$ cat src/hdl/ddcis_regs.svh
// register indices, field positions, reset values and bus codes for the downconverter
`ifndef DDCIS_REGS_SVH
`define DDCIS_REGS_SVH
`define DDCIS_CTRL_IDX 14'h0350
`define DDCIS_INSEL_IDX 14'h0351
`define DDCIS_CTRL_RESET 8'h00
`define DDCIS_INSEL_RESET 8'h00
`define DDCIS_INSEL_WMASK 8'hf5
`define DDCIS_MIXER_BIT 7
`define DDCIS_GAIN_BIT 6
`define DDCIS_IFMODE_HI 5
`define DDCIS_IFMODE_LO 4
`define DDCIS_C2R_BIT 3
`define DDCIS_DEC_HI 2
`define DDCIS_DEC_LO 0
`define DDCIS_EXT_HI 7
`define DDCIS_EXT_LO 4
`define DDCIS_QSEL_BIT 2
`define DDCIS_ISEL_BIT 0
`define DDCIS_DEC_EXTENDED 3'h7
`define DDCIS_RESP_OKAY 2'h0
`define DDCIS_RESP_SLVERR 2'h2
`endif

$ cat src/hdl/ddcis_pkg.sv
// types shared by the downconverter decimation and input select block
package ddcis_pkg;
  typedef struct packed {
    logic fifth_band_stage;
    logic third_band_stage;
    logic half_band_stage_four;
    logic half_band_stage_three;
    logic half_band_stage_two;
    logic half_band_stage_one;
  } ddcis_stages_t;

  typedef struct packed {
    ddcis_stages_t stages;
    logic [5:0] ratio;
  } ddcis_chain_t;

  typedef struct packed {
    logic [15:0] i;
    logic [15:0] q;
  } ddcis_iq_t;

  typedef enum logic [1:0] {
    DDCIS_WR_IDLE,
    DDCIS_WR_HAVE_ADDR,
    DDCIS_WR_HAVE_DATA,
    DDCIS_WR_RESP
  } ddcis_wr_state_t;
endpackage

$ cat src/hdl/ddcis_decim_counter.sv
// sample counter that picks one input sample out of every ratio
`timescale 1ns/100ps
module ddcis_decim_counter (
  input wire logic core_clk_in,
  input wire logic sys_rst_in,
  input wire logic sample_valid_in,
  input wire logic [5:0] ratio_in,
  output logic tick_out
);
  logic [5:0] count;
  logic [5:0] next_count;
  logic last;

  // a ratio lowered mid-count still ends at once, never wraps past 63
  assign last = (count + 6'h01) >= ratio_in;
  assign tick_out = sample_valid_in && last;

  always_comb begin
    next_count = count;
    if (sample_valid_in) begin
      next_count = last ? 6'h00 : count + 6'h01;
    end
  end

  always_ff @(posedge core_clk_in) begin
    if (sys_rst_in) begin
      count <= 6'h00;
    end else begin
      count <= next_count;
    end
  end
endmodule

$ cat src/hdl/ddcis_top.sv
// downconverter decimation chain, real conversion and input routing with axi4-lite registers
// Behaviour
// - complex mode: in-phase and quadrature both valid
// - real mode: in-phase only, extra quarter-rate mix
// - code 000: stages one, two; 2/4
// - code 001: stages one to three; 4/8
// - code 010: stages one to four; 8/16
// - code 011: stage one only; 1/2
// - code 100: stage one plus third-band; 3/6
// - code 101: one, two, third-band; 6/12
// - code 110: one to three, third-band; 12/24
// - code 111 defers to extended field
// - extended field ignored unless code 111
// - extended 0: third-band, four to one; 24/48
// - extended 10: fifth-band, one; 5/10
// - extended 11: fifth-band, two, one; 10/20
// - extended 100: fifth-band, three to one; 20/40
//
// The implementer's own choice: the AXI4-Lite register port.
`timescale 1ns/100ps
`include "ddcis_regs.svh"
module ddcis_top (
  input wire logic core_clk_in,
  input wire logic sys_rst_in,
  input wire logic [15:0] s_axi_awaddr_in,
  input wire logic s_axi_awvalid_in,
  output logic s_axi_awready_out,
  input wire logic [31:0] s_axi_wdata_in,
  input wire logic [3:0] s_axi_wstrb_in,
  input wire logic s_axi_wvalid_in,
  output logic s_axi_wready_out,
  output logic [1:0] s_axi_bresp_out,
  output logic s_axi_bvalid_out,
  input wire logic s_axi_bready_in,
  input wire logic [15:0] s_axi_araddr_in,
  input wire logic s_axi_arvalid_in,
  output logic s_axi_arready_out,
  output logic [31:0] s_axi_rdata_out,
  output logic [1:0] s_axi_rresp_out,
  output logic s_axi_rvalid_out,
  input wire logic s_axi_rready_in,
  input wire logic [15:0] chan_a_in,
  input wire logic [15:0] chan_b_in,
  input wire logic sample_valid_in,
  output ddcis_pkg::ddcis_iq_t iq_out,
  output logic i_valid_out,
  output logic q_valid_out,
  output ddcis_pkg::ddcis_stages_t stage_enable_out,
  output logic mixer_type_select_out,
  output logic gain_select_out,
  output logic [1:0] if_mode_out
);

  function automatic logic addr_hit(input logic [15:0] addr, input logic [13:0] idx);
    addr_hit = addr == {idx, 2'b00};
  endfunction

  function automatic ddcis_pkg::ddcis_chain_t decode_chain(input logic [2:0] dec,
                                                          input logic [3:0] ext);
    ddcis_pkg::ddcis_chain_t c;
    c = '0;
    case (dec)
      3'h0: c = '{stages: 6'b000011, ratio: 6'd4};
      3'h1: c = '{stages: 6'b000111, ratio: 6'd8};
      3'h2: c = '{stages: 6'b001111, ratio: 6'd16};
      3'h3: c = '{stages: 6'b000001, ratio: 6'd2};
      3'h4: c = '{stages: 6'b010001, ratio: 6'd6};
      3'h5: c = '{stages: 6'b010011, ratio: 6'd12};
      3'h6: c = '{stages: 6'b010111, ratio: 6'd24};
      default: begin
        case (ext)
          4'h0: c = '{stages: 6'b011111, ratio: 6'd48};
          4'h2: c = '{stages: 6'b100001, ratio: 6'd10};
          4'h3: c = '{stages: 6'b100011, ratio: 6'd20};
          4'h4: c = '{stages: 6'b100111, ratio: 6'd40};
          // undefined codes fall back to stage one so the output never stalls
          default: c = '{stages: 6'b000001, ratio: 6'd2};
        endcase
      end
    endcase
    decode_chain = c;
  endfunction

  ddcis_pkg::ddcis_wr_state_t wr_state;
  ddcis_pkg::ddcis_wr_state_t next_wr_state;
  logic [15:0] aw_addr;
  logic [15:0] next_aw_addr;
  logic [31:0] w_data;
  logic [31:0] next_w_data;
  logic [3:0] w_strb;
  logic [3:0] next_w_strb;
  logic [1:0] bresp;
  logic [1:0] next_bresp;
  logic [7:0] ctrl;
  logic [7:0] next_ctrl;
  logic [7:0] insel;
  logic [7:0] next_insel;
  logic [15:0] eff_addr;
  logic [31:0] eff_data;
  logic [3:0] eff_strb;
  logic do_write;

  assign s_axi_awready_out = (wr_state == ddcis_pkg::DDCIS_WR_IDLE) ||
                             (wr_state == ddcis_pkg::DDCIS_WR_HAVE_DATA);
  assign s_axi_wready_out = (wr_state == ddcis_pkg::DDCIS_WR_IDLE) ||
                            (wr_state == ddcis_pkg::DDCIS_WR_HAVE_ADDR);
  assign s_axi_bvalid_out = wr_state == ddcis_pkg::DDCIS_WR_RESP;
  assign s_axi_bresp_out = bresp;

  always_comb begin
    next_wr_state = wr_state;
    next_aw_addr = aw_addr;
    next_w_data = w_data;
    next_w_strb = w_strb;
    next_bresp = bresp;
    next_ctrl = ctrl;
    next_insel = insel;
    do_write = 1'b0;
    eff_addr = (wr_state == ddcis_pkg::DDCIS_WR_HAVE_ADDR) ? aw_addr : s_axi_awaddr_in;
    eff_data = (wr_state == ddcis_pkg::DDCIS_WR_HAVE_DATA) ? w_data : s_axi_wdata_in;
    eff_strb = (wr_state == ddcis_pkg::DDCIS_WR_HAVE_DATA) ? w_strb : s_axi_wstrb_in;
    case (wr_state)
      ddcis_pkg::DDCIS_WR_IDLE: begin
        if (s_axi_awvalid_in && s_axi_wvalid_in) begin
          do_write = 1'b1;
        end else if (s_axi_awvalid_in) begin
          next_aw_addr = s_axi_awaddr_in;
          next_wr_state = ddcis_pkg::DDCIS_WR_HAVE_ADDR;
        end else if (s_axi_wvalid_in) begin
          next_w_data = s_axi_wdata_in;
          next_w_strb = s_axi_wstrb_in;
          next_wr_state = ddcis_pkg::DDCIS_WR_HAVE_DATA;
        end
      end
      ddcis_pkg::DDCIS_WR_HAVE_ADDR: begin
        do_write = s_axi_wvalid_in;
      end
      ddcis_pkg::DDCIS_WR_HAVE_DATA: begin
        do_write = s_axi_awvalid_in;
      end
      ddcis_pkg::DDCIS_WR_RESP: begin
        if (s_axi_bready_in) begin
          next_wr_state = ddcis_pkg::DDCIS_WR_IDLE;
        end
      end
      default: begin
        next_wr_state = ddcis_pkg::DDCIS_WR_IDLE;
      end
    endcase
    if (do_write) begin
      next_wr_state = ddcis_pkg::DDCIS_WR_RESP;
      next_bresp = `DDCIS_RESP_OKAY;
      if (addr_hit(eff_addr, `DDCIS_CTRL_IDX)) begin
        if (eff_strb[0]) begin
          next_ctrl = eff_data[7:0];
        end
      end else if (addr_hit(eff_addr, `DDCIS_INSEL_IDX)) begin
        if (eff_strb[0]) begin
          next_insel = eff_data[7:0] & `DDCIS_INSEL_WMASK;
        end
      end else begin
        next_bresp = `DDCIS_RESP_SLVERR;
      end
    end
  end

  always_ff @(posedge core_clk_in) begin
    if (sys_rst_in) begin
      wr_state <= ddcis_pkg::DDCIS_WR_IDLE;
      aw_addr <= 16'h0000;
      w_data <= 32'h00000000;
      w_strb <= 4'h0;
      bresp <= `DDCIS_RESP_OKAY;
      ctrl <= `DDCIS_CTRL_RESET;
      insel <= `DDCIS_INSEL_RESET;
    end else begin
      wr_state <= next_wr_state;
      aw_addr <= next_aw_addr;
      w_data <= next_w_data;
      w_strb <= next_w_strb;
      bresp <= next_bresp;
      ctrl <= next_ctrl;
      insel <= next_insel;
    end
  end

  logic rvalid;
  logic next_rvalid;
  logic [31:0] rdata;
  logic [31:0] next_rdata;
  logic [1:0] rresp;
  logic [1:0] next_rresp;

  assign s_axi_arready_out = !rvalid;
  assign s_axi_rvalid_out = rvalid;
  assign s_axi_rdata_out = rdata;
  assign s_axi_rresp_out = rresp;

  always_comb begin
    next_rvalid = rvalid;
    next_rdata = rdata;
    next_rresp = rresp;
    if (rvalid && s_axi_rready_in) begin
      next_rvalid = 1'b0;
    end
    if (!rvalid && s_axi_arvalid_in) begin
      next_rvalid = 1'b1;
      next_rresp = `DDCIS_RESP_OKAY;
      next_rdata = 32'h00000000;
      if (addr_hit(s_axi_araddr_in, `DDCIS_CTRL_IDX)) begin
        next_rdata = {24'h000000, ctrl};
      end else if (addr_hit(s_axi_araddr_in, `DDCIS_INSEL_IDX)) begin
        next_rdata = {24'h000000, insel};
      end else begin
        next_rresp = `DDCIS_RESP_SLVERR;
      end
    end
  end

  always_ff @(posedge core_clk_in) begin
    if (sys_rst_in) begin
      rvalid <= 1'b0;
      rdata <= 32'h00000000;
      rresp <= `DDCIS_RESP_OKAY;
    end else begin
      rvalid <= next_rvalid;
      rdata <= next_rdata;
      rresp <= next_rresp;
    end
  end

  logic c2r;
  ddcis_pkg::ddcis_chain_t chain;
  logic [5:0] out_ratio;
  logic tick;
  ddcis_pkg::ddcis_iq_t routed;
  ddcis_pkg::ddcis_iq_t next_iq;
  logic next_i_valid;
  logic next_q_valid;
  logic [1:0] mix_phase;
  logic [1:0] next_mix_phase;

  assign c2r = ctrl[`DDCIS_C2R_BIT];
  assign chain = decode_chain(ctrl[`DDCIS_DEC_HI:`DDCIS_DEC_LO],
                              insel[`DDCIS_EXT_HI:`DDCIS_EXT_LO]);
  // real output runs at twice the complex rate of the same chain
  assign out_ratio = c2r ? (chain.ratio >> 1) : chain.ratio;
  assign stage_enable_out = chain.stages;
  assign mixer_type_select_out = ctrl[`DDCIS_MIXER_BIT];
  assign gain_select_out = ctrl[`DDCIS_GAIN_BIT];
  assign if_mode_out = ctrl[`DDCIS_IFMODE_HI:`DDCIS_IFMODE_LO];
  // a real mixer with split selects is left to software to avoid
  assign routed = {insel[`DDCIS_ISEL_BIT] ? chan_b_in : chan_a_in,
                   insel[`DDCIS_QSEL_BIT] ? chan_b_in : chan_a_in};

  ddcis_decim_counter u_decim (
    .core_clk_in(core_clk_in),
    .sys_rst_in(sys_rst_in),
    .sample_valid_in(sample_valid_in),
    .ratio_in(out_ratio),
    .tick_out(tick)
  );

  always_comb begin
    next_iq = iq_out;
    next_i_valid = tick;
    next_q_valid = tick && !c2r;
    next_mix_phase = mix_phase;
    if (tick) begin
      if (c2r) begin
        // quarter-rate mix i*cos - q*sin; full-scale negative wraps
        case (mix_phase)
          2'h0: next_iq.i = routed.i;
          2'h1: next_iq.i = 16'h0000 - routed.q;
          2'h2: next_iq.i = 16'h0000 - routed.i;
          default: next_iq.i = routed.q;
        endcase
        next_iq.q = 16'h0000;
        next_mix_phase = mix_phase + 2'h1;
      end else begin
        next_iq = routed;
        next_mix_phase = 2'h0;
      end
    end
  end

  always_ff @(posedge core_clk_in) begin
    if (sys_rst_in) begin
      iq_out <= '0;
      i_valid_out <= 1'b0;
      q_valid_out <= 1'b0;
      mix_phase <= 2'h0;
    end else begin
      iq_out <= next_iq;
      i_valid_out <= next_i_valid;
      q_valid_out <= next_q_valid;
      mix_phase <= next_mix_phase;
    end
  end
endmodule

$ cat config.mk
export PLATFORM = sky130hd
export DESIGN_NAME = ddcis_top
export DESIGN_NICKNAME = d
export VERILOG_FILES = /design/src/hdl/ddcis_pkg.sv /design/src/hdl/ddcis_decim_counter.sv /design/src/hdl/ddcis_top.sv
export VERILOG_INCLUDE_DIRS = /design/src /design/src/hdl
export SDC_FILE = /design/constraint.sdc
export NUM_CORES = 1
export LEC_CHECK = 0
export BUFFER_PORTS_ARGS = -buffer_cell sky130_fd_sc_hd__buf_2
export CAP_MARGIN = 20
export CELL_PAD_IN_SITES_DETAIL_PLACEMENT = 1
export CELL_PAD_IN_SITES_GLOBAL_PLACEMENT = 2
export CORE_MARGIN = 1.5
export CORE_UTILIZATION = 31
export DETAILED_ROUTE_END_ITERATION = 10
export HOLD_SLACK_MARGIN = 0.03
export MAX_ROUTING_LAYER = met4
export PLACE_DENSITY = 0.88
export SLEW_MARGIN = 5
export SYNTH_ARGS = -nofsm -noshare
export SYNTH_HDL_FRONTEND = slang
export SYNTH_SLANG_ARGS = --single-unit
$ cat constraint.sdc
create_clock -name core_clk_in -period 8.5 [get_ports core_clk_in]
set_input_delay 0.425 -clock core_clk_in [delete_from_list [all_inputs] [get_ports core_clk_in]]
set_output_delay 0.425 -clock core_clk_in [all_outputs]
set_load 0.005 [all_outputs]
Word level (Yosys, flattened, before mapping)
Index checks and enable logic that the tools add are counted.
Storage, ports and cells
  bits in registers: 120
  bits of input ports: 108
  output and inout port bits: 85
  word-level logic and storage cells: 93
Operators by class
  add/sub/neg operators: 4
  $lt $le $gt $ge: 1
  eq/ne operators: 21
  mux-type cells: 28
  bitwise logic cells: 3
  reduce and logical (&&, ||, !) cells: 20
Operators by type and width (number)
  $pmux W12 S7: 1
  $eq A16 B12 Y1 const B: 4
  $mux W16: 3
  $pmux W12 S4: 1
  $pmux W16 S3: 1
  $mux W32: 1
  $sub A1 B16 Y16 const A: 2
  $mux W8: 3
  $mux W2: 10
  $mux W6: 2
  $reduce_and A4 Y1: 3
  $eq A3 B3 Y1 const B: 3
  $eq A4 B2 Y1 const B: 2
  $add A6 B1 Y6 const B: 1
  $eq A2 B2 Y1 const B: 3
  $eq A3 B2 Y1 const B: 2
  $ge A6 B6 Y1: 1
  $reduce_and A3 Y1: 2
  $logic_and A1 B1 Y1: 5
  $eq A2 B1 Y1 const B: 2
  $eq A4 B3 Y1 const B: 1
  $logic_not A2 Y1: 2
  $logic_not A4 Y1: 1
  $mux W1: 4
  13 further kinds: 17

Depth between registers and ports, before layout
Gate-level depths: netlist of run 1.
  depth in word-level cells: 7
  gate-level depth with buffers: 15
  depth with buffers taken out: 13

Modules after synthesis
From an unflattened synthesis of run 1, not the netlist that was laid out.
Unflattened totals
  cell total of the unflattened synthesis: 717
  area, all modules: 5774.3 µm²
By module, submodules not included
  ddcis_top: instances 1, cells each 664, area each 5298.8 µm², sequential area each 1761.7 µm²
  ddcis_decim_counter: instances 1, cells each 53, area each 475.5 µm², sequential area each 120.1 µm²

Worst setup path before layout of run 1
No wires, ideal clock.
  kind: flip-flop to flip-flop
  start: reg insel[5]
  end: reg iq_out[12] in the netlist's numbering
  setup time: 0.074 ns
  arrival: 2.911 ns
  setup slack: 5.514 ns
  cell stages (with the launch flop): 16
  path buffers: 2
  clock period less this slack: 2.986 ns
  path through: dfxtp_1 -> clkbuf_1 -> nor2b_1 -> nand2_1 -> o21ai_0 -> nand2b_1 -> nand2_1 -> nor2_1 -> ha_1 -> nand2b_1 -> a2111oi_0 -> o31ai_1 -> nor2_1 -> buf_2 -> nand2_1 -> o21ai_0
Between the ends
  word-level cells in the longest chain between the ends: 6
  elaborated cells between the ends (all ways): 9
  those cells by class: order compare: 1; eq/ne: 3; mux: 3; reduce/logical: 2
Ends and longest elaborated chain
  start: declaration: line ddcis_top.sv:96  | logic [7:0] insel;
  start signal: assignment: line ddcis_top.sv:175  | insel <= `DDCIS_INSEL_RESET;
  start signal: assignment: line ddcis_top.sv:183  | insel <= next_insel;
  $eq A4 B3 Y1 (tied with other cells): line ddcis_top.sv:71  | case (ext)
  $pmux W12 S4 *: line ddcis_top.sv:71
  $pmux W12 S7 *: line ddcis_top.sv:62  | case (dec)
  $mux W6 *: line ddcis_top.sv:247  | assign out_ratio = c2r ? (chain.ratio >> 1) : chain.ratio;
  $ge A6 B6 Y1 *: line ddcis_decim_counter.sv:15  | assign last = (count + 6'h01) >= ratio_in;
  $logic_and A1 B1 Y1 *: line ddcis_decim_counter.sv:16  | assign tick_out = sample_valid_in && last;
  end signal: assignment: line ddcis_top.sv:294  | iq_out <= next_iq;
  end: declaration: line ddcis_top.sv:45  | output ddcis_pkg::ddcis_iq_t iq_out,
Mark *: on every way between the ends. The rest lies on a longest branch, timed or not.
A chain may end at the register's enable or synchronous reset.

Final worst setup path of run 1
  start: reg ctrl[3]
  end: reg iq_out[10] in the netlist's numbering
Between the ends
  word-level cells in the longest chain between the ends: 3
  elaborated cells between the ends (all ways): 4
  those cells by class: order compare: 1; mux: 2; reduce/logical: 1
Ends and longest elaborated chain
  start: declaration: line ddcis_top.sv:94  | logic [7:0] ctrl;
  start signal: assignment: line ddcis_top.sv:174  | ctrl <= `DDCIS_CTRL_RESET;
  start signal: assignment: line ddcis_top.sv:182  | ctrl <= next_ctrl;
  $mux W6: line ddcis_top.sv:247
  $ge A6 B6 Y1: line ddcis_decim_counter.sv:15
  $logic_and A1 B1 Y1: line ddcis_decim_counter.sv:16
Several ways; a longest one is shown, not always the timed one.

==> summary.txt, run 1 <==
R2R setup slack: 3680 ps
Worst-path clk slew: 80 ps
final setup fails: 0
cts hold-fix bufs: 0
CP endpoint: iq_out[10]
CP Class: flip-flop to flip-flop
wire per inst: 17.0 µm
Antenna Cells: 0
worst path cell trace: inv_1, nor2_1, ha_1, nand2b_1, a2111oi_0, o31ai_4, buf_4, nor2_2, a22o_1
initial antenna violation count: 0
commonest non-fill, non-tap cells in the layout: 138 x buf_2, 108 x nand2_1, 94 x dfxtp_1
vias in the first global route: 5425
Largest stage delay, worst path: 1010 ps
worst-skew pair later-pin latency: 360 ps
Final Cell Area: 6830 µm²
worst-path maximum fanout: 33
io pins: 193
grt ovf: 0
synthesis-stage register bit count: 94
placed cell areas: 6540 µm²
post-route DRC violation count: 7
worst reg2reg path depth: 9
period utilisation layout: 56.7%
post-layout net count: 959
CTS root buffer: clkbuf_16
FP Rows: 49
Fillers: 2229
first-pass GRT wire length: 28800 µm
min-delay worst type: input port to flip-flop
outcome: complete, but fails checks
Worst Path Required: 8790 ps
TritonCTS Buffers: 9
proportion of layout cells with a drive suffix above 1: 24.7%
FF-to-FF Start: ctrl[3]
Post-DP HPWL: 13000 µm
Yosys warnings: 0
Avg Inst Size Synth: 7.92 µm²
CP startpoint: ctrl[3]
sequential share of the synthesized area: 32.7%
die height: 139 µm
RSZ-0062 raised after global routing: no
Leakage: 2.83 nW
register area: 1880 µm²
port bufs: 138
largest net degree at the start of global routing: 66
reg2reg end: iq_out[10]
iteration count of the initial detailed-routing pass: 8
Max IR drop VDD: 0.101 mV
Async SR Flop Fraction: 0%
Slew Viols, Final: 0
Total Routing Usage GR: 19.3%
slew of the pin with the lowest slew margin: 1060 ps
max cap viols: 0
Post-CTS Setup Inserts: 0
hold-critical path depth: 3
area of the multi-input gates: 3530 µm²
violated checks: design-rule violations
EDFF count, synth: 0
crit path launch type: flip-flop
fmax: 0.207 GHz
Horiz. Die Dim: 139 µm
starting DRC count in detailed routing: 196
slack of the critical path: 3680 ps
min Tclk post-route: 4820 ps
Syn Std Cell Area: 5760 µm²
GPL Wtd Cong: 0.825
Critical Path Sink Type: flip-flop
PostCTS Resize Cnt: 0
hold violation total from the final report: 0
Core Box Area: 18100 µm²
H-tree depth: 3
Total Wirelength: 18200 µm
Final Skew: 15.6 ps
most common cell after layout, fill and taps aside: buf_2
Final ANT Viol Nets: 0
routed vias/inst: 5.18
Distinct cells, synth: 62
Area Overhead vs Synth: 18.7%
Slew headroom: 29.5%
Post-Place Setup Slack: 3690 ps
P per Cell Area: 144 nW/µm²
crit path max-delay cell type: dfxtp_1
initial core utilization: 31.8%
CTS tree: done
setup TNS: 0 ps
Max clock buf depth: 2
Sink Count: 94
die area: 19400 µm²
Crit path arrival time: 5110 ps
Via Count: 5559
Mapped Cells: 727
Post-synth top flop: dfxtp_1
stage by stage:
step	instances	utilization [%]	power (W)	hold WS (ps)
finish	1074	37.8	0.000986	301
global placement	1058	36.1	0.000583	435
global route	1074	37.8	0.00103	303
floorplan	752	-	0.000539	431
CTS	1074	37.8	0.000994	299
detailed placement	1058	36.1	0.000586	442
worst min path at each step:
stage | startpoint | to | slack [ps]
2_1_floorplan | aw_addr[10] | aw_addr[10] | 430
3_3_place_gp | iq_out[5] | iq_out[5] | 440
3_5_place_dp | iq_out[12] | iq_out[12] | 440
4_1_cts | s_axi_wdata_in[0] | w_data[0] | 300
5_1_grt | s_axi_awaddr_in[14] | aw_addr[14] | 300
6_report | s_axi_wdata_in[0] | w_data[0] | 300
metal layers:
| layer | up-vias | part of all wire (%) | global-route usage, % |
|---|---|---|---|
| li1 | 2730 | - | - |
| met1 | 2652 | 45 | 23.9 |
| met2 | 153 | 48 | 31.2 |
| met3 | 24 | 5.5 | 3.92 |
| met4 | 0 | 2.1 | 6.55 |
| met5 | - | 0 | - |
critical path: cells and delay by family, from the launching register on:
kind / cells / cell delay (ps)
AND/OR/NAND/NOR: 3 / 1200
buffers and inverters: 2 / 920
AO/OA/AOI/OAI: 3 / 1340
adder cells (fa/ha/maj): 1 / 240
flip-flops: 1 / 1010
kinds of logic after synthesis:
| family | synth area share, % |
|---|---|
| other | 0.130 |
| multiplexers | 14.2 |
| AO/OA/AOI/OAI | 17.2 |
| buffers and inverters | 7.98 |
| AND/OR/NAND/NOR | 22.6 |
| XOR/XNOR | 2.89 |
| flip-flops | 32.7 |
| adder cells (fa/ha/maj) | 2.39 |
registers in the layout, summed over array words and instances, names as in the netlist, 2 cells and up:
signal / flops
u_decim.count: 6
mix_phase: 2
s_axi_rdata_out: 8
wr_state: 2
w_data: 8
iq_out: 32
insel: 6
aw_addr: 16
ctrl: 8
power by group:
| group | switching (W) | total, W | internal, W | leakage (nW) |
|---|---|---|---|---|
| Clock | 0.000205 | 0.000411 | 0.000206 | 0.139 |
| Sequential | 0.00000756 | 0.000458 | 0.000450 | 0.761 |
| Combinational | 0.0000689 | 0.000117 | 0.0000484 | 1.93 |
| Total | 0.000282 | 0.000986 | 0.000705 | 2.83 |
synthesized netlist by cell type (10+ instances only):
cell	number	share of area, %
dfxtp_1	94	33
a21oi_1	57	5.0
nand2b_1	12	1.3
o21ai_0	39	3.4
nand2_1	108	7.0
xor2_1	10	1.5
inv_1	21	1.4
mux2_2	27	5.3
nor2_1	63	4.1
ha_1	11	2.4
clkbuf_1	34	2.2
nand3_1	15	1.3
nor3_1	18	1.6
buf_4	30	3.9
mux2i_1	51	8.9
area by class of cell:
type	count	area share (%)
tap	229	4.20
clock inverter	7	0.989
multi-input combinational	567	51.7
sequential	94	27.6
inverter	21	1.15
clock buffer	9	3.30
timing repair buffer	147	11.1
Power figures use the tool's default switching activity.
==> inputs of run 2 (changes only) <==
Settings changed: CORE_UTILIZATION 31 to 26, PLACE_DENSITY 0.88 to 0.79.
Clock period 8.5 ns to 3.9 ns, I/O delays scaled along.
==> run 2 against run 1 <==
  * The run now ends clean
  * Total power grew 120%
  * Worst setup slack lost 3100 ps
  * First-iteration DRC count grew 16%
  * Maximum frequency grew 44%
  * Wire length grew 0.93%
  * Sequential share of layout area shrank 0.58 points
  * Clock skew shrank 1.4 ps
  * Die area grew 19%
  * Critical path type unchanged
  * Largest power group unchanged
==> summary.txt, run 2 (same netlist as run 1, synthesis figures left out) <==
outcome: completed
Leakage: 2.89 nW (+2.1%)
worst-skew pair later-pin latency: 360 ps (about the same)
GPL Wtd Cong: 0.821 (-0.47%)
min-delay src: s_axi_awaddr_in[15]
setup TNS: 0 ps (unchanged)
starting DRC count in detailed routing: 227 (+16%)
io pins: 193 (unchanged)
Max clock buf depth: 2 (unchanged)
TritonCTS Buffers: 9 (unchanged)
Critical Path Sink Type: flip-flop
Total Routing Usage GR: 16.7% (-2.6 points)
Biggest register: iq_out
die area: 23000 µm² (+19%)
Antenna Cells: 0 (unchanged)
vias in the first global route: 5429 (+0.074%)
final setup fails: 0 (unchanged)
routed vias/inst: 4.94 (-4.6%)
proportion of layout cells with a drive suffix above 1: 25.4% (+0.68 points)
Largest regs: iq_out (32), aw_addr (16)
met1 WL: 8620 µm (+5.3%)
CTS root buffer: clkbuf_16
worst path cell trace: nor2b_1, nand2_1, nor2_1, nor3_1, nor2_1, o21ai_0, ha_1, o21a_1, o21ai_0, o31ai_4, and3_1, nand2_1, o31ai_1
Largest stage delay, worst path: 490 ps (-520 ps)
cts hold-fix bufs: 0 (unchanged)
crit path max-delay cell type: o31ai_4
Max IR drop VDD: 0.184 mV (+82%)
PostCTS Resize Cnt: 0 (unchanged)
Combinational Power Share: 11.9% (about the same)
register area: 1880 µm² (unchanged)
CTS tree: done
post-layout net count: 968 (+0.94%)
initial core utilization: 26.5% (-5.4 points)
worst-path maximum fanout: 11 (-67%)
Core Box Area: 21800 µm² (+20%)
Pint: 0.00155 W (+120%)
Via Count: 5599 (+0.72%)
slew of the pin with the lowest slew margin: 740 ps (-317 ps)
WP buf/inv: 0 (-2)
min Tclk post-route: 3350 ps (-1470 ps)
RSZ-0062 raised after global routing: no
initial antenna violation count: 0 (unchanged)
Post-Place Cells: 1118 (+5.7%)
max cap viols: 0 (unchanged)
sw frac: 29.2% (+0.66 points)
min-delay worst type: input port to flip-flop
CP startpoint: insel[5]
met3 WL: 986 µm (-1.3%)
Fillers: 2661 (+19%)
Area Overhead vs Synth: 21.2%
met2 WL post-DR: 8470 µm (-2.2%)
most common cell after layout, fill and taps aside: buf_2
Final ANT Viol Nets: 0 (unchanged)
crit path launch type: flip-flop
area of the multi-input gates: 3530 µm² (about the same)
Worst Path Required: 4160 ps (-4630 ps)
R2R setup slack: 550 ps (-3130 ps)
FP Rows: 54 (+10%)
Sink Count: 94 (unchanged)
post-route DRC violation count: 0 (-7)
Final Cell Area: 6980 µm² (+2.2%)
hold-critical path depth: 3 (unchanged)
P per Cell Area: 315 nW/µm² (+120%)
grt ovf: 0 (unchanged)
placed cell areas: 6670 µm² (+2.0%)
Levels on crit path: 13 (+4)
FF-to-FF Start: insel[5]
die height: 152 µm (+9.0%)
Post-DP HPWL: 13700 µm (+5.2%)
Slew headroom: 50.4% (+21 points)
Total Wirelength: 18400 µm (+0.93%)
iteration count of the initial detailed-routing pass: 4 (-4)
wire per inst: 16.2 µm (-4.4%)
post-route insts no fill: 1134 (+5.6%)
Tot Pwr: 0.00219 W (+120%)
sequential share of power: 45.5% (-0.9 points)
fmax: 0.298 GHz (+44%)
Post-CTS Setup Inserts: 0 (unchanged)
clock share of power: 42.7% (+1.0 points)
period utilisation layout: 86.0% (+29 points)
crit-path leading delay family: simple AND/OR/NAND/NOR gates
Horiz. Die Dim: 152 µm (+9.0%)
port bufs: 138 (unchanged)
largest net degree at the start of global routing: 65 (-1.5%)
commonest non-fill, non-tap cells in the layout: 138 x buf_2, 108 x nand2_1, 94 x dfxtp_1
Sw Pwr: 0.000641 W (+130%)
worst reg2reg path depth: 13 (+4)
Final Skew: 14.2 ps (-1.38 ps)
max FFs per register: 32 (unchanged)
Crit path arrival time: 3620 ps (-1490 ps)
CP Class: flip-flop to flip-flop
hold violation total from the final report: 0 (unchanged)
H-tree depth: 3 (unchanged)
Top Layer Used: met4
Worst-path clk slew: 90 ps (about the same)
Slew Viols, Final: 0 (unchanged)
first-pass GRT wire length: 28900 µm (+0.46%)
==> run 2: final cells by class <==
cell class | instances | share of cell area, %
inverter | 21 | 1.13
tap | 280 | 5.02
clock inverter | 7 | 1.24
timing repair buffer | 156 | 11.8
sequential | 94 | 27.0
clock buffer | 9 | 3.23
multi-input combinational | 567 | 50.6
==> run 2: power by group through the flow <==
| stage | clock, W | sequential [W] | combinational, W |
|---|---|---|---|
| after CTS | 0.000969 | 0.000998 | 0.000263 |
| after global placement | 0 | 0.00102 | 0.000259 |
| final | 0.000936 | 0.000998 | 0.000260 |
| after floorplan | 0 | 0.00101 | 0.000161 |
| after global routing | 0.00101 | 0.00100 | 0.000292 |
| after detailed placement | 0 | 0.00102 | 0.000262 |
==> run 2: routing by layer <==
| metal | vias to the layer above | global-route usage (%) |
|---|---|---|
| li1 | 2749 | - |
| met1 | 2683 | 21.6 |
| met2 | 147 | 26.4 |
| met3 | 20 | 3.08 |
| met4 | 0 | 4.95 |
| met5 | - | - |
==> run 2: worst min-delay path, delay by kind of cell <==
kind            cells  cell delay [ps]
compound gates      1               50
buf+inv             1              100
simple gates        1               50
==> run 2: metrics by stage <==
step	utilization, %	setup WS (ps)	hold WS (ps)
after detailed placement	30.6	568	442
after floorplan	-	914	331
after global routing	32.1	169	67.9
final	32.1	545	73.1
after CTS	32.1	545	59.6
after global placement	30.6	627	438
==> run 2: final timing paths <==
check | endpoint
worst max-delay path | iq_out[26]
worst min-delay path | aw_addr[15]
worst max register to register | iq_out[26]
worst min register to register | iq_out[12]
==> inputs of run 3 (changes only) <==
Settings changed: CORE_MARGIN 1.5 to 4, GPL_TIMING_DRIVEN set to 1.
==> run 3 against run 2 <==
  * Largest cell class unchanged
  * Utilization is 0.099 points lower
  * Die area up 6.7%
  * Flip-flop and latch count did not move
  * Largest power group unchanged
  * Critical endpoint is now iq_out[25]
  * Critical path type unchanged
==> summary.txt, run 3 (same netlist as run 1, synthesis figures left out) <==
largest net degree at the start of global routing: 65 (unchanged)
worst reg2reg path depth: 12 (-1)
vias in the first global route: 5536 (+2.0%)
post-route DRC violation count: 0 (unchanged)
final setup fails: 0 (unchanged)
Final Skew: 15.0 ps (+0.794 ps)
Final ANT Viol Nets: 0 (unchanged)
hold violation total from the final report: 0 (unchanged)
worst-path maximum fanout: 12 (+1)
initial antenna violation count: 0 (unchanged)
CTS tree: done
Via Count: 5567 (-0.57%)
commonest non-fill, non-tap cells in the layout: 138 x buf_2, 108 x nand2_1, 94 x dfxtp_1
cts hold-fix bufs: 0 (unchanged)
fmax: 0.306 GHz (+2.7%)
Slew headroom: 42.2% (-8.2 points)
iteration count of the initial detailed-routing pass: 4 (unchanged)
H-tree depth: 3 (unchanged)
die height: 157 µm (+3.3%)
crit path launch type: flip-flop
min Tclk post-route: 3270 ps (-87.8 ps)
Crit path arrival time: 3530 ps (-90 ps)
Final Util: 32.0% (-0.099 points)
io pins: 193 (unchanged)
Total Wirelength: 18700 µm (+1.6%)
max cap viols: 0 (unchanged)
Post-Place Cells: 1117 (-0.089%)
Leakage: 2.89 nW (about the same)
Total Routing Usage GR: 15.6% (-1.1 points)
CP Class: flip-flop to flip-flop
Horiz. Die Dim: 157 µm (+3.3%)
post-route insts no fill: 1134 (unchanged)
Critical Path Sink Type: flip-flop
Biggest register: iq_out
Worst-path clk slew: 90 ps (about the same)
Slew Viols, Final: 0 (unchanged)
first-pass GRT wire length: 29600 µm (+2.5%)
outcome: completed
GPL Wtd Cong: 0.826 (+0.61%)
routed vias/inst: 4.91 (-0.57%)
die area: 24600 µm² (+6.7%)
Max IR drop VDD: 0.206 mV (+12%)
CTS root buffer: clkbuf_16
slew of the pin with the lowest slew margin: 861 ps (+121 ps)
TritonCTS Buffers: 9 (unchanged)
RSZ-0062 raised after global routing: no
starting DRC count in detailed routing: 215 (-5.3%)
worst-skew pair later-pin latency: 360 ps (about the same)
setup TNS: 0 ps (unchanged)
Tot Pwr: 0.00217 W (-0.88%)
Post-DP HPWL: 14000 µm (+2.6%)
hold-critical path depth: 3 (unchanged)
most common cell after layout, fill and taps aside: buf_2
wire per inst: 16.5 µm (+1.6%)
post-layout net count: 968 (unchanged)
Core Box Area: 21800 µm² (+0.31%)
proportion of layout cells with a drive suffix above 1: 25.4% (unchanged)
grt ovf: 0 (unchanged)
Max clock buf depth: 2 (unchanged)
Area Overhead vs Synth: 21.2% (unchanged)
P per Cell Area: 312 nW/µm² (-0.88%)
max FFs per register: 32 (unchanged)
period utilisation layout: 83.8% (-2.3 points)
Sink Count: 94 (unchanged)
Largest regs: iq_out (32), aw_addr (16)
port bufs: 138 (unchanged)
initial core utilization: 26.4% (-0.082 points)
Worst Path Required: 4160 ps (about the same)
FP Rows: 54 (unchanged)
min-delay worst type: input port to flip-flop
Antenna Cells: 0 (unchanged)
[run 3: report_power, final]
part / internal [W] / switching (W) / total [W] / leakage (nW)
sequential: 0.000981 / 0.0000162 / 0.000998 / 0.761
clock: 0.000461 / 0.000456 / 0.000917 / 0.151
combinational: 0.000110 / 0.000150 / 0.000260 / 1.97
[run 3: layer usage]
metal / up-vias / wire length, µm / GRT usage [%]
met5: - / 0 / -
met4: 0 / 188 / 3.35
met3: 14 / 1110 / 3.76
met2: 134 / 8620 / 24.4
met1: 2663 / 8760 / 20.4
li1: 2756 / - / -
[run 3: final timing paths]
kind / start / endpoint / slack (ps)
setup / recovery: ctrl[2] / iq_out[25] / 630
hold / removal: s_axi_awaddr_in[7] / aw_addr[7] / 70
setup reg to reg: ctrl[2] / iq_out[25] / 630
hold reg to reg: iq_out[2] / iq_out[2] / 450
[run 3: stage by stage]
stage	setup WS, ps	hold WS (ps)	cell area, µm²
after floorplan	914	331	5850
after global placement	462	435	6660
after detailed placement	387	437	6660
after CTS	356	55.3	6970
after global routing	212	63.8	6980
final	633	72.8	6980
[run 3: what timing repair did]
action / 4_1_cts / 5_1_grt
setup endpoints to repair: 0 / 3
setup buffers: 0 / 1
resized for setup: 0 / 0
[run 3: critical path: stages (launching register included)]
cell and delay, ps:
dfxtp_1 590, nand4b_1 230, nor2_1 210, nor3_1 60, nor2_1 110, o21ai_0 100, ha_1 280, o21a_1 110
o21ai_0 150, o31ai_4 340, and3_1 460, nand2_1 220, o32ai_1 300
[run 3: layout make-up]
cell class | count | area (µm²)
Sequential cell | 94 | 1880
Fill cell | 2704 | 14800
Clock buffer | 9 | 225
Timing Repair Buffer | 156 | 826
Tap cell | 280 | 350
Inverter | 21 | 78.8
Clock inverter | 7 | 86.3
Multi-Input combinational cell | 567 | 3530
